===== config.mk =====
export PLATFORM = sky130hd
export DESIGN_NAME = acg_core
export DESIGN_NICKNAME = d
export VERILOG_FILES = /design/src/inc/acg_pkg.sv /design/src/verilog/acg_div.sv /design/src/verilog/acg_core.sv
export SDC_FILE = /design/constraint.sdc
export NUM_CORES = 2
export LEC_CHECK = 0
export BUFFER_PORTS_ARGS = -buffer_cell sky130_fd_sc_hd__buf_2
export CAP_MARGIN = 20
export CORE_MARGIN = 2
export CORE_UTILIZATION = 65
export DETAILED_ROUTE_END_ITERATION = 6
export PLACE_DENSITY = 0.84
export RECOVER_POWER = 25
export SYNTH_ARGS = -nofsm -noshare
export SYNTH_HDL_FRONTEND = slang
export SYNTH_SLANG_ARGS = --single-unit

===== constraint.sdc =====
create_clock -name clk_sys -period 17.1 [get_ports clk_sys]
set_clock_uncertainty 0.1 [all_clocks]
set_input_delay 4.275 -clock clk_sys [delete_from_list [all_inputs] [get_ports clk_sys]]
set_output_delay 4.275 -clock clk_sys [all_outputs]
set_load 0.05 [all_outputs]

===== src/inc/acg_pkg.sv =====
// Constants, types and register map of the offset and gain correction block
// =============================================================================
// What this block does
// - Each sample is chop-averaged when chop is on, offset-subtracted, gain-scaled, then formatted.
// - Offset-corrected value is multiplied by gain coefficient over 16384.
// - Gain 0x5555 is nominal and maps a 0.75 span to full scale.
// - Offset coefficient is 16-bit two's complement spanning one; zero removes nothing.
// - Scaled value is rounded, clamped to 16 bits, output bipolar or unipolar.
// - Coefficients load per-part factory values at power-on.
// - A calibration mode runs a cycle and overwrites the matching coefficient.
// - Self calibration uses internal zero for offset, internal full scale for gain.
// - Offset calibration lasts three output periods, two with chop; then idle.
// - Gain calibration runs two stages, twice the offset duration.
// - Calibration start aborts conversion, uses filter rate, always ends idle.
// - Filter register bit fifteen enables chopping to minimise internal offset.
// - System zero-scale stores offset; system full-scale stores gain.
// - Offset term is scaled by K from the input gain stage setting.
`default_nettype none

package acg_pkg;

    // ==========================================================================
    // Register map
    localparam logic [2:0] ACG_A_MODE = 3'h0;
    localparam logic [2:0] ACG_A_FILT = 3'h1;
    localparam logic [2:0] ACG_A_OFF = 3'h2;
    localparam logic [2:0] ACG_A_GAIN = 3'h3;
    localparam logic [2:0] ACG_A_RES = 3'h4;
    localparam logic [2:0] ACG_A_STAT = 3'h5;
    localparam logic [2:0] ACG_A_SEL = 3'h6;
    localparam logic [15:0] ACG_FILT_RST = 16'h0007;
    localparam logic [4:0] ACG_SEL_RST = 5'h00;
    localparam int ACG_SEL_UNI_BIT = 4;
    localparam int ACG_STAT_RDY_BIT = 0;
    localparam int ACG_STAT_CONV_BIT = 1;
    localparam int ACG_STAT_CAL_BIT = 2;
    localparam int ACG_STAT_STAGE_BIT = 3;

    // ==========================================================================
    // Converter modes
    localparam logic [2:0] ACG_M_IDLE = 3'h0;
    localparam logic [2:0] ACG_M_CONT = 3'h1;
    localparam logic [2:0] ACG_M_SINGLE = 3'h2;
    localparam logic [2:0] ACG_M_SELF_OFF = 3'h4;
    localparam logic [2:0] ACG_M_SELF_GAIN = 3'h5;
    localparam logic [2:0] ACG_M_SYS_OFF = 3'h6;
    localparam logic [2:0] ACG_M_SYS_GAIN = 3'h7;

    // ==========================================================================
    // Arithmetic and calibration constants
    localparam logic [15:0] ACG_GAIN_NOM = 16'h5555;
    localparam int ACG_GAIN_FRAC = 14;
    localparam logic signed [36:0] ACG_RND = 37'sh0000002000;
    localparam logic signed [36:0] ACG_LIM_HI = 37'sh0000007fff;
    localparam logic signed [36:0] ACG_LIM_LO = -37'sh0000008000;
    localparam logic [15:0] ACG_FS_POS = 16'h7fff;
    localparam logic [15:0] ACG_FS_NEG = 16'h8000;
    localparam logic [15:0] ACG_UNI_FLIP = 16'h8000;
    localparam logic [2:0] ACG_PER_NOCHOP = 3'h3;
    localparam logic [2:0] ACG_PER_CHOP = 3'h2;
    localparam logic [29:0] ACG_DIV_NUM = 30'h1fffc000;
    localparam logic [4:0] ACG_DIV_STEPS = 5'h1e;
    localparam logic [15:0] ACG_GAIN_SAT = 16'hffff;

    // ==========================================================================
    // Carriers
    typedef struct packed {
        logic [2:0] addr;
        logic [15:0] wdata;
        logic wr;
        logic rd;
    } acg_bus_s;

    typedef struct packed {
        logic chop;
        logic run_avg;
        logic [5:0] averaging_factor;
        logic sinc_modify;
        logic [6:0] decimation_factor;
    } acg_flt_s;

    typedef enum logic [3:0] {
        ACG_ST_IDLE = 4'b0001,
        ACG_ST_CONV = 4'b0010,
        ACG_ST_CAL = 4'b0100,
        ACG_ST_DIV = 4'b1000
    } acg_state_e;

endpackage : acg_pkg

`default_nettype wire


===== src/verilog/acg_div.sv =====
// Serial restoring divider used to compute the gain coefficient
`default_nettype none

module acg_div (
    // Clock and reset
    input wire logic clk_sys,
    input wire logic rst,
    // Operands
    input wire logic start,
    input wire logic [29:0] num,
    input wire logic [16:0] den,
    // Result
    output logic done,
    output logic [29:0] quot
);

    logic [16:0] rem_reg, rem_next;
    logic [29:0] q_reg, q_next;
    logic [16:0] den_reg, den_next;
    logic [4:0] cnt_reg, cnt_next;
    logic done_reg, done_next;
    logic [17:0] shifted;
    logic [18:0] trial;

    // ==========================================================================
    // One quotient bit per cycle, MSB first
    always_comb begin
        rem_next = rem_reg;
        q_next = q_reg;
        den_next = den_reg;
        cnt_next = cnt_reg;
        done_next = 1'b0;
        shifted = {rem_reg, q_reg[29]};
        trial = {1'b0, shifted} - {2'b00, den_reg};
        if (start) begin
            rem_next = 17'h00000;
            q_next = num;
            den_next = den;
            cnt_next = acg_pkg::ACG_DIV_STEPS;
        end else if (cnt_reg != 5'h00) begin
            cnt_next = cnt_reg - 5'h01;
            done_next = (cnt_reg == 5'h01);
            if (!trial[18]) begin
                rem_next = trial[16:0];
                q_next = {q_reg[28:0], 1'b1};
            end else begin
                rem_next = shifted[16:0];
                q_next = {q_reg[28:0], 1'b0};
            end
        end
    end

    always_ff @(posedge clk_sys) begin
        if (rst) begin
            rem_reg <= 17'h00000;
            q_reg <= 30'h00000000;
            den_reg <= 17'h00000;
            cnt_reg <= 5'h00;
            done_reg <= 1'b0;
        end else begin
            rem_reg <= rem_next;
            q_reg <= q_next;
            den_reg <= den_next;
            cnt_reg <= cnt_next;
            done_reg <= done_next;
        end
    end

    assign done = done_reg;
    assign quot = q_reg;

endmodule : acg_div

`default_nettype wire


===== src/verilog/acg_core.sv =====
// Offset and gain correction path with calibration sequencer
//
// The register addresses and the plain strobed port were decided locally.
`default_nettype none

module acg_core (
    // Clock and reset
    input wire logic clk_sys,
    input wire logic rst,
    // Factory coefficients
    input wire logic [15:0] fact_offset,
    input wire logic [15:0] fact_gain,
    // Register port
    input wire acg_pkg::acg_bus_s bus,
    output logic [15:0] rdata,
    // Decimation filter side
    input wire logic filt_valid,
    input wire logic [15:0] filt_data,
    output var acg_pkg::acg_flt_s filter_config,
    output logic conv_run,
    output logic conv_abort,
    // Analog source and gain stage
    output logic src_zero,
    output logic src_fullscale,
    output logic [3:0] input_gain_stage,
    // Conversion result
    output logic [15:0] current_result,
    output logic result_valid
);

    // ==========================================================================
    // Decoders
    function automatic logic is_cal(input logic [2:0] m);
        return m[2];
    endfunction : is_cal

    function automatic logic is_conv(input logic [2:0] m);
        return (m == acg_pkg::ACG_M_CONT) || (m == acg_pkg::ACG_M_SINGLE);
    endfunction : is_conv

    function automatic logic [1:0] k_shift(input logic [3:0] code);
        case (code)
            4'h1, 4'h7: k_shift = 2'h1;
            4'h8: k_shift = 2'h2;
            4'h9: k_shift = 2'h3;
            default: k_shift = 2'h0;
        endcase
    endfunction : k_shift

    // ==========================================================================
    // State
    acg_pkg::acg_state_e st_reg, st_next;
    logic [2:0] mode_reg, mode_next;
    acg_pkg::acg_flt_s flt_reg, flt_next;
    logic [15:0] off_reg, off_next;
    logic [15:0] gain_reg, gain_next;
    logic [4:0] sel_reg, sel_next;
    logic stage_reg, stage_next;
    logic [2:0] cnt_reg, cnt_next;
    logic [15:0] zero_reg, zero_next;
    logic abort_reg, abort_next;
    logic rdy_reg, rdy_next;
    logic div_start;
    logic [16:0] div_den;
    logic div_done;
    logic [29:0] div_quot;
    logic store_off, store_gain;
    logic [15:0] prev_reg, prev_next;
    logic pair_reg, pair_next;
    logic [15:0] avg_reg, avg_next;
    logic avg_vld_reg, avg_vld_next;
    logic [15:0] res_reg, res_next;
    logic res_vld_reg, res_vld_next;
    logic [15:0] rdata_reg, rdata_next;
    logic mode_wr;
    logic [2:0] per_lim;
    logic [1:0] ksh;
    logic [16:0] sum;
    logic signed [18:0] off_k;
    logic signed [19:0] diff;
    logic signed [36:0] prod;
    logic signed [36:0] rnd;
    logic [15:0] bip;
    logic [16:0] span;

    assign mode_wr = bus.wr && (bus.addr == acg_pkg::ACG_A_MODE);
    assign ksh = k_shift(sel_reg[3:0]);
    // Calibration length follows chop setting
    assign per_lim = flt_reg.chop ? acg_pkg::ACG_PER_CHOP : acg_pkg::ACG_PER_NOCHOP;

    // ==========================================================================
    // Datapath: chop average, offset, gain, clamp, format
    always_comb begin
        prev_next = prev_reg;
        pair_next = pair_reg;
        avg_next = avg_reg;
        avg_vld_next = 1'b0;
        sum = {prev_reg[15], prev_reg} + {filt_data[15], filt_data};
        if (st_next != st_reg) begin
            pair_next = 1'b0;
        end else if (filt_valid && (st_reg == acg_pkg::ACG_ST_CONV || st_reg == acg_pkg::ACG_ST_CAL)) begin
            prev_next = filt_data;
            pair_next = 1'b1;
            if (!flt_reg.chop) begin
                avg_next = filt_data;
                avg_vld_next = 1'b1;
            end else if (pair_reg) begin
                avg_next = sum[16:1];
                avg_vld_next = 1'b1;
            end
        end
    end

    always_comb begin
        off_k = $signed({{3{off_reg[15]}}, off_reg}) <<< ksh;
        diff = $signed({{4{avg_reg[15]}}, avg_reg}) - $signed({off_k[18], off_k});
        prod = diff * $signed({1'b0, gain_reg});
        rnd = (prod + acg_pkg::ACG_RND) >>> acg_pkg::ACG_GAIN_FRAC;
        if (rnd > acg_pkg::ACG_LIM_HI) begin
            bip = acg_pkg::ACG_FS_POS;
        end else if (rnd < acg_pkg::ACG_LIM_LO) begin
            bip = acg_pkg::ACG_FS_NEG;
        end else begin
            bip = rnd[15:0];
        end
        res_next = res_reg;
        res_vld_next = 1'b0;
        if (avg_vld_reg && st_reg == acg_pkg::ACG_ST_CONV) begin
            res_next = sel_reg[acg_pkg::ACG_SEL_UNI_BIT] ? (bip ^ acg_pkg::ACG_UNI_FLIP) : bip;
            res_vld_next = 1'b1;
        end
    end

    always_ff @(posedge clk_sys) begin
        if (rst) begin
            prev_reg <= 16'h0000;
            pair_reg <= 1'b0;
            avg_reg <= 16'h0000;
            avg_vld_reg <= 1'b0;
            res_reg <= 16'h0000;
            res_vld_reg <= 1'b0;
        end else begin
            prev_reg <= prev_next;
            pair_reg <= pair_next;
            avg_reg <= avg_next;
            avg_vld_reg <= avg_vld_next;
            res_reg <= res_next;
            res_vld_reg <= res_vld_next;
        end
    end

    // ==========================================================================
    // Mode sequencer, calibration and registers
    always_comb begin
        st_next = st_reg;
        mode_next = mode_reg;
        flt_next = flt_reg;
        off_next = off_reg;
        gain_next = gain_reg;
        sel_next = sel_reg;
        stage_next = stage_reg;
        cnt_next = cnt_reg;
        zero_next = zero_reg;
        abort_next = 1'b0;
        div_start = 1'b0;
        store_off = 1'b0;
        store_gain = 1'b0;
        span = {avg_reg[15], avg_reg} - {zero_reg[15], zero_reg};
        div_den = span[16] ? 17'h00000 : span;
        if (bus.wr) begin
            if (bus.addr == acg_pkg::ACG_A_FILT) begin
                flt_next = bus.wdata;
            end else if (bus.addr == acg_pkg::ACG_A_SEL) begin
                sel_next = bus.wdata[4:0];
            end else if (bus.addr == acg_pkg::ACG_A_OFF && st_reg == acg_pkg::ACG_ST_IDLE) begin
                off_next = bus.wdata;
            end else if (bus.addr == acg_pkg::ACG_A_GAIN && st_reg == acg_pkg::ACG_ST_IDLE) begin
                gain_next = bus.wdata;
            end
        end
        if (mode_wr) begin
            mode_next = bus.wdata[2:0];
            stage_next = 1'b0;
            cnt_next = 3'h0;
            if (is_cal(bus.wdata[2:0])) begin
                st_next = acg_pkg::ACG_ST_CAL;
                abort_next = (st_reg == acg_pkg::ACG_ST_CONV);
            end else if (is_conv(bus.wdata[2:0])) begin
                st_next = acg_pkg::ACG_ST_CONV;
            end else begin
                st_next = acg_pkg::ACG_ST_IDLE;
                mode_next = acg_pkg::ACG_M_IDLE;
            end
        end else begin
            case (st_reg)
                acg_pkg::ACG_ST_CONV: begin
                    if (res_vld_next && mode_reg == acg_pkg::ACG_M_SINGLE) begin
                        st_next = acg_pkg::ACG_ST_IDLE;
                        mode_next = acg_pkg::ACG_M_IDLE;
                    end
                end
                acg_pkg::ACG_ST_CAL: begin
                    if (avg_vld_reg) begin
                        cnt_next = cnt_reg + 3'h1;
                        if (cnt_reg == per_lim - 3'h1) begin
                            cnt_next = 3'h0;
                            if (!mode_reg[0]) begin
                                store_off = 1'b1;
                                off_next = 16'($signed(avg_reg) >>> ksh);
                                st_next = acg_pkg::ACG_ST_IDLE;
                                mode_next = acg_pkg::ACG_M_IDLE;
                            end else if (!stage_reg) begin
                                stage_next = 1'b1;
                                zero_next = (mode_reg == acg_pkg::ACG_M_SELF_GAIN) ? avg_reg
                                    : off_reg;
                            end else begin
                                div_start = 1'b1;
                                st_next = acg_pkg::ACG_ST_DIV;
                            end
                        end
                    end
                end
                acg_pkg::ACG_ST_DIV: begin
                    if (div_done) begin
                        store_gain = 1'b1;
                        gain_next = (div_quot[29:16] != 14'h0000) ? acg_pkg::ACG_GAIN_SAT
                            : div_quot[15:0];
                        st_next = acg_pkg::ACG_ST_IDLE;
                        mode_next = acg_pkg::ACG_M_IDLE;
                        stage_next = 1'b0;
                    end
                end
                default: begin
                    st_next = acg_pkg::ACG_ST_IDLE;
                end
            endcase
        end
        // New result wins over a read that clears the flag
        rdy_next = rdy_reg;
        if (bus.rd && bus.addr == acg_pkg::ACG_A_RES) begin
            rdy_next = 1'b0;
        end
        if (res_vld_next) begin
            rdy_next = 1'b1;
        end
        if (bus.addr == acg_pkg::ACG_A_MODE) begin
            rdata_next = {13'h0000, mode_reg};
        end else if (bus.addr == acg_pkg::ACG_A_FILT) begin
            rdata_next = flt_reg;
        end else if (bus.addr == acg_pkg::ACG_A_OFF) begin
            rdata_next = off_reg;
        end else if (bus.addr == acg_pkg::ACG_A_GAIN) begin
            rdata_next = gain_reg;
        end else if (bus.addr == acg_pkg::ACG_A_RES) begin
            rdata_next = res_reg;
        end else if (bus.addr == acg_pkg::ACG_A_STAT) begin
            rdata_next = 16'h0000;
            rdata_next[acg_pkg::ACG_STAT_RDY_BIT] = rdy_reg;
            rdata_next[acg_pkg::ACG_STAT_CONV_BIT] = (st_reg == acg_pkg::ACG_ST_CONV);
            rdata_next[acg_pkg::ACG_STAT_CAL_BIT] = (st_reg == acg_pkg::ACG_ST_CAL)
                || (st_reg == acg_pkg::ACG_ST_DIV);
            rdata_next[acg_pkg::ACG_STAT_STAGE_BIT] = stage_reg;
        end else if (bus.addr == acg_pkg::ACG_A_SEL) begin
            rdata_next = {11'h000, sel_reg};
        end else begin
            rdata_next = 16'h0000;
        end
        if (!bus.rd) begin
            rdata_next = 16'h0000;
        end
    end

    always_ff @(posedge clk_sys) begin
        if (rst) begin
            st_reg <= acg_pkg::ACG_ST_IDLE;
            mode_reg <= acg_pkg::ACG_M_IDLE;
            flt_reg <= acg_pkg::ACG_FILT_RST;
            off_reg <= fact_offset;
            gain_reg <= fact_gain;
            sel_reg <= acg_pkg::ACG_SEL_RST;
            stage_reg <= 1'b0;
            cnt_reg <= 3'h0;
            zero_reg <= 16'h0000;
            abort_reg <= 1'b0;
            rdy_reg <= 1'b0;
            rdata_reg <= 16'h0000;
        end else begin
            st_reg <= st_next;
            mode_reg <= mode_next;
            flt_reg <= flt_next;
            off_reg <= off_next;
            gain_reg <= gain_next;
            sel_reg <= sel_next;
            stage_reg <= stage_next;
            cnt_reg <= cnt_next;
            zero_reg <= zero_next;
            abort_reg <= abort_next;
            rdy_reg <= rdy_next;
            rdata_reg <= rdata_next;
        end
    end

    acg_div u_div (
        .clk_sys(clk_sys),
        .rst(rst),
        .start(div_start),
        .num(acg_pkg::ACG_DIV_NUM),
        .den(div_den),
        .done(div_done),
        .quot(div_quot)
    );

    // ==========================================================================
    // Outputs
    assign rdata = rdata_reg;
    assign filter_config = flt_reg;
    assign conv_run = (st_reg == acg_pkg::ACG_ST_CONV) || (st_reg == acg_pkg::ACG_ST_CAL);
    assign conv_abort = abort_reg;
    // External input is used for system modes
    assign src_zero = (st_reg == acg_pkg::ACG_ST_CAL) && (mode_reg == acg_pkg::ACG_M_SELF_OFF
        || (mode_reg == acg_pkg::ACG_M_SELF_GAIN && !stage_reg));
    assign src_fullscale = (st_reg == acg_pkg::ACG_ST_CAL)
        && mode_reg == acg_pkg::ACG_M_SELF_GAIN && stage_reg;
    assign input_gain_stage = sel_reg[3:0];
    assign current_result = res_reg;
    assign result_valid = res_vld_reg;
endmodule : acg_core

`default_nettype wire


# Word level (Yosys, flattened, before mapping)
# Cells that the tools add are included.
# totals
reg_bits	219
word_cells	204
# classes
addsub	8
mul	1
magnitude_cmp	2
eq_ne	32
n_shift	2
muxes	78
bitwise	9
reduce_logical	41
# op_table
op	count
16-bit 2-to-1 mux	31
29-bit 2-to-1 mux	2
37-bit by 15-bit adder with 37-bit output, second input constant	1
20-bit by 17-bit multiplier with 37-bit output	1
3-bit 2-to-1 mux	10
4-bit 2-to-1 mux	7
23-bit by 16-bit > comparator with 1-bit output, second input constant	1
23-bit by 16-bit < comparator with 1-bit output, second input constant	1
5-bit 2-to-1 mux	4
16-bit by 19-bit subtractor with 20-bit output	1
16-bit by 2-bit <<< shifter with 19-bit output	1
18-bit by 17-bit subtractor with 19-bit output	1
16-bit by 16-bit adder with 17-bit output	1
1-bit 2-to-1 mux	17
17-bit 2-to-1 mux	1
16-bit by 16-bit subtractor with 17-bit output	1
16-bit by 2-bit >>> shifter with 16-bit output	1
3-bit equality test, second input constant	5
14-bit nonzero test	1
3-bit by 2-bit equality test with 1-bit output, second input constant	4
4-bit equality test, second input constant	3
3-bit != test, second input constant	4
4-bit one-hot mux with 3 select lines	1
6-bit AND reduction	2
other kinds (30)	71

# Longest topological paths before layout
# logic_depth
depth_word	12
mapped_depth	45

# Modules after synthesis
# From an unflattened synthesis, not the netlist that was laid out.
# unflattened
cells_unflattened	3193
hier_area_um2	26236.4
# by_module_without_submodules
module	instances	cells_each	area_each_um2	seq_area_each_um2
acg_core	1	2668	22323.9	2982.9
acg_div	1	525	3912.5	1401.3

# Least setup slack after synthesis
# No wires, ideal clock.
# synth_timing
path_kind	register to register
start	reg sel_reg[1]
end	reg res_reg[10], in the netlist current_result[10]
setup_time_ns	0.122
arrival_ns	10.467
setup_slack_ns	6.411
path_stages_with_launch	43
n_path_buf	6
period_less_slack_ns	10.689
cell_sequence	dfxtp_1 > nor2_1 > o21ai_0 > buf_1 > clkbuf_1 > buf_1 > mux2i_1 > nand2_1 > nand2_1 > ha_1 > a21boi_1 > o21ai_1 > a21oi_1 > o211ai_1 > nand3_1 > nand4_1 > or3b_1 > a31oi_1 > (+7 left out) > fa_1 > inv_1 > fa_1 > inv_1 > ha_1 > buf_6 > a21o_1 > a21o_1 > a21o_1 > a211oi_1 > o21bai_1 > a21o_2 > mux2_1 > a21oi_1 > or4_4 > o311a_4 > buf_6 > a221o_1
# synth_via
elab_chain_len	11
elab_cells_between_ends	15
cone_classes	add/sub (2); mul (1); order compare (2); eq/ne (4); shift (1); mux (4); reduce/logical (1)
# synth_rtl
item	line_no	source
start: declaration	acg_core.sv:57	logic [4:0] sel_reg, sel_next;
start signal: assignment	acg_core.sv:280	sel_reg <= acg_pkg::ACG_SEL_RST;
start signal: assignment	acg_core.sv:293	sel_reg <= sel_next;
4-bit by 1-bit equality test with 1-bit output or 4-bit by 3-bit equality test with 1-bit output (tied branches)	acg_core.sv:42	case (code)
2-bit OR reduction	acg_core.sv:42	
2-bit one-hot mux with 3 select lines *	acg_core.sv:42	
16-bit by 2-bit <<< shifter with 19-bit output *	acg_core.sv:115	off_k = $signed({{3{off_reg[15]}}, off_reg}) <<< ksh;
16-bit by 19-bit subtractor with 20-bit output *	acg_core.sv:116	diff = $signed({{4{avg_reg[15]}}, avg_reg}) - $signed({off_k[18], off_k});
20-bit by 17-bit multiplier with 37-bit output *	acg_core.sv:117	prod = diff * $signed({1'b0, gain_reg});
37-bit by 15-bit adder with 37-bit output *	acg_core.sv:118	rnd = (prod + acg_pkg::ACG_RND) >>> acg_pkg::ACG_GAIN_FRAC;
23-bit by 16-bit < comparator with 1-bit output	acg_core.sv:121	end else if (rnd < acg_pkg::ACG_LIM_LO) begin
16-bit 2-to-1 mux	acg_core.sv:121	
16-bit 2-to-1 mux *	acg_core.sv:119	if (rnd > acg_pkg::ACG_LIM_HI) begin
16-bit 2-to-1 mux *	acg_core.sv:129	res_next = sel_reg[acg_pkg::ACG_SEL_UNI_BIT] ? (bip ^ acg_pkg::ACG_UNI_FLIP) : bip;
end signal: assignment	acg_core.sv:147	res_reg <= res_next;
end: declaration	acg_core.sv:72	logic [15:0] res_reg, res_next;
# Every way passes the cells marked *; elsewhere a longest branch is shown, timed or not.
# A chain may end at the register's enable or synchronous reset.

# Final worst setup path
# layout_timing
start	reg sel_reg[1]
end	reg res_reg[14], in the netlist current_result[14]
# Same word-level chain as after synthesis.

==> key figures <==
Detailed routing
  • Total wire length: about 71 mm
  • Initial DRC count: slightly below 2000
  • Via density per instance: between 6 and 7
  • Via count: between 20000 and 25000
  • Drt pass-1 iters: 6
  • DRC viols: 0
  • Routed WL per cell: ~20 um
  • Post-route ant nets: 0

Timing
  • Final setup viols: 0
  • Setup TNS: 0 ns
  • Fmax: slightly below 90 MHz
  • Worst slew pin tran: ~2.5 ns
  • Crit share post-route: 0.671
  • RSZ-0062 raised after global routing: no
  • Crit path time final: roughly 11 ns
  • Final Hold Vio Count: 0
  • Slew Limit Fails: 84
  • Slew headroom: -0.657

Floorplanning
  • CORE AREA: about 0.038 mm2
  • Site row count: 71
  • Initial Util: 0.661
  • IO Pins: 129
  • Chip Width: ~200 um
  • Die Y: 200 um
  • Die Area: 0.0399 mm2

Layout
  • Number of flip-flops in the largest register: 30
  • Share of layout cells above drive strength 1: 0.0706
  • Fillers: between 2000 and 3000
  • Nets: approximately 3600
  • Area delta synth->final: 7.29%
  • Multi-input gate area: approximately 0.018 mm2
  • Sequential Area: roughly 0.0044 mm2

Synth
  • Share of the synthesized area in the top cell type: 0.255
  • Mapped Nets: ~3500
  • YS warnings: 0
  • Synth area leader: fa_1
  • Ys flop type: dfxtp_1
  • Mean Syn Cell Area: between 8 and 9 um2
  • Seq/Total Area, Yosys: 0.175
  • Ys async rst share: 0
  • Synth top cells by count: inv_1 (459), nand2_1 (376), fa_1 (317), dfxtp_1 (218), ha_1 (178)
  • Ranking of synthesized cells by area: fa_1 (25%), dfxtp_1 (18%), ha_1 (8.9%)
  • Cell variety after synth: between 80 and 90
  • FF+latch count, synth: 218
  • Post-synthesis instance area: approximately 0.025 mm2
  • Syn Inst Count: 2952
  • Cell with the most instances after synthesis: inv_1
  • Number of synthesized flops with an enable pin: 0

Worst setup path
  • WP data arrival: about 12 ns
  • CP Launch Type: register
  • Crit-path max cell delay: approximately 0.76 ns
  • Critical R2R Launch: sel_reg[1]
  • CP max FO: 36
  • Crit path from: sel_reg[1]
  • Worst endpoint required time: approximately 17 ns
  • Top cell by count, worst path: fa_1
  • Slowest-stage cell, CP: fa_1
  • Critical Path Sink Type: register
  • WS Path Type: register to register

Worst hold path
  • Min-delay src: u_div.quot[6]
  • Hold Crit Class: register to register

Placed design
  • DP HPWL: 54.0 mm
  • I/O Buffers: ~130
  • Final Wtd Congestion: between 0.9 and 1

Clock network
  • Sink Count: about 220
  • Clock Tree Root: clkbuf_16
  • CTS buffer count: 24
  • Hold buffer count at cts: 0
  • Post-CTS Setup Inserts: 0
  • Clk_lat worst skew: between 0.5 and 0.6 ns
  • Cts repair resizes: 0
  • CTS tree: built
  • Longest Clk Path Bufs: 3
  • Clock slew at reported path FFs: 0.07 ns
  • # H-tree levels: 1

Outcome
  • Failing checks: capacitance limit, slew limit
  • Outcome: finished, violations left

Global routing
  • Largest net degree at the start of global routing: 93
  • GRT overflow: 0
  • Initial antenna violation count: 3
  • First-pass GRT wire length: 115 mm
  • GRT Total Usage: 0.370
  • Vias in the first global route: 21559

Job
  • Number of max-cap violations: 2
metrics by stage:
step                setup slack, ns  cell area [um2]  hold WS, ns   util  std cells
floorplan                      6.41            24900        0.342      -       2952
finish                         5.63            26700        0.376  0.709       3514
global placement               6.44            25900        0.356  0.688       3465
global route                   4.95            26700        0.400  0.709       3513
CTS                            5.85            26700        0.371  0.710       3510
detailed placement             6.01            25900        0.361  0.688       3466
cell type report:
class                      instances  area share
multi-input combinational       2114       0.684
sequential                       218       0.163
inverter                         461      0.0648
timing repair buffer             165      0.0335
clock buffer                      30      0.0241
tap                              511      0.0239
clock inverter                    14     0.00655
antenna                            1   0.0000936
placed cells by master (no fill, tap or decap), drive strengths merged, types with 110 or more instances in the layout:
cell type  synthesis  final
nand2            376    376
nor2             146    146
and2             156    156
dfxtp            218    218
o21ai            127    127
buf               18    110
a21oi            144    144
fa               317    317
inv              459    461
ha               178    178
cell families (layout without fill, tap and decap cells):
kind of cell / count (synthesis) / after routing / share of synthesized area
AOI/OAI and AO/OA: 514 / 514 / 0.133
other: 0 / 1 / 0
adders and majority gates: 500 / 500 / 0.346
and+or+nand+nor: 896 / 896 / 0.171
DFF: 218 / 218 / 0.175
xor gates and xnor gates: 91 / 91 / 0.0320
muxes: 113 / 113 / 0.0475
buffers and inverters: 620 / 670 / 0.0950
path summary, 6_finish.rpt:
check                           depth (start not counted)  slack [ns]                 end
worst min register to register                          2        0.38       u_div.quot[6]
worst max register to register                         39        5.63  current_result[14]
worst min-delay path                                    2        0.38       u_div.quot[6]
worst max-delay path                                   39        5.63  current_result[14]
worst max-delay path, delay by kind of cell, from the launching register on:
kind                       cells  cell delay [ns]
DFF                            1             0.41
buffers and inverters          5             1.01
and+or+nand+nor               10             2.42
muxes                          1             0.21
AOI/OAI and AO/OA             13             2.44
adders and majority gates      7             3.59
xor gates and xnor gates       3             1.22
per-layer routing:
metal | GRT usage | wire length, um | vias to the layer above
li1 | - | - | 9646
met1 | 0.490 | 27900 | 10343
met2 | 0.581 | 31900 | 1159
met3 | 0.0895 | 7860 | 276
met4 | 0.161 | 3750 | 2
met5 | 0 | 12 | -
Power is not shown: default switching activity piles up to over one toggle a cycle in this logic, so the estimate is an artifact.
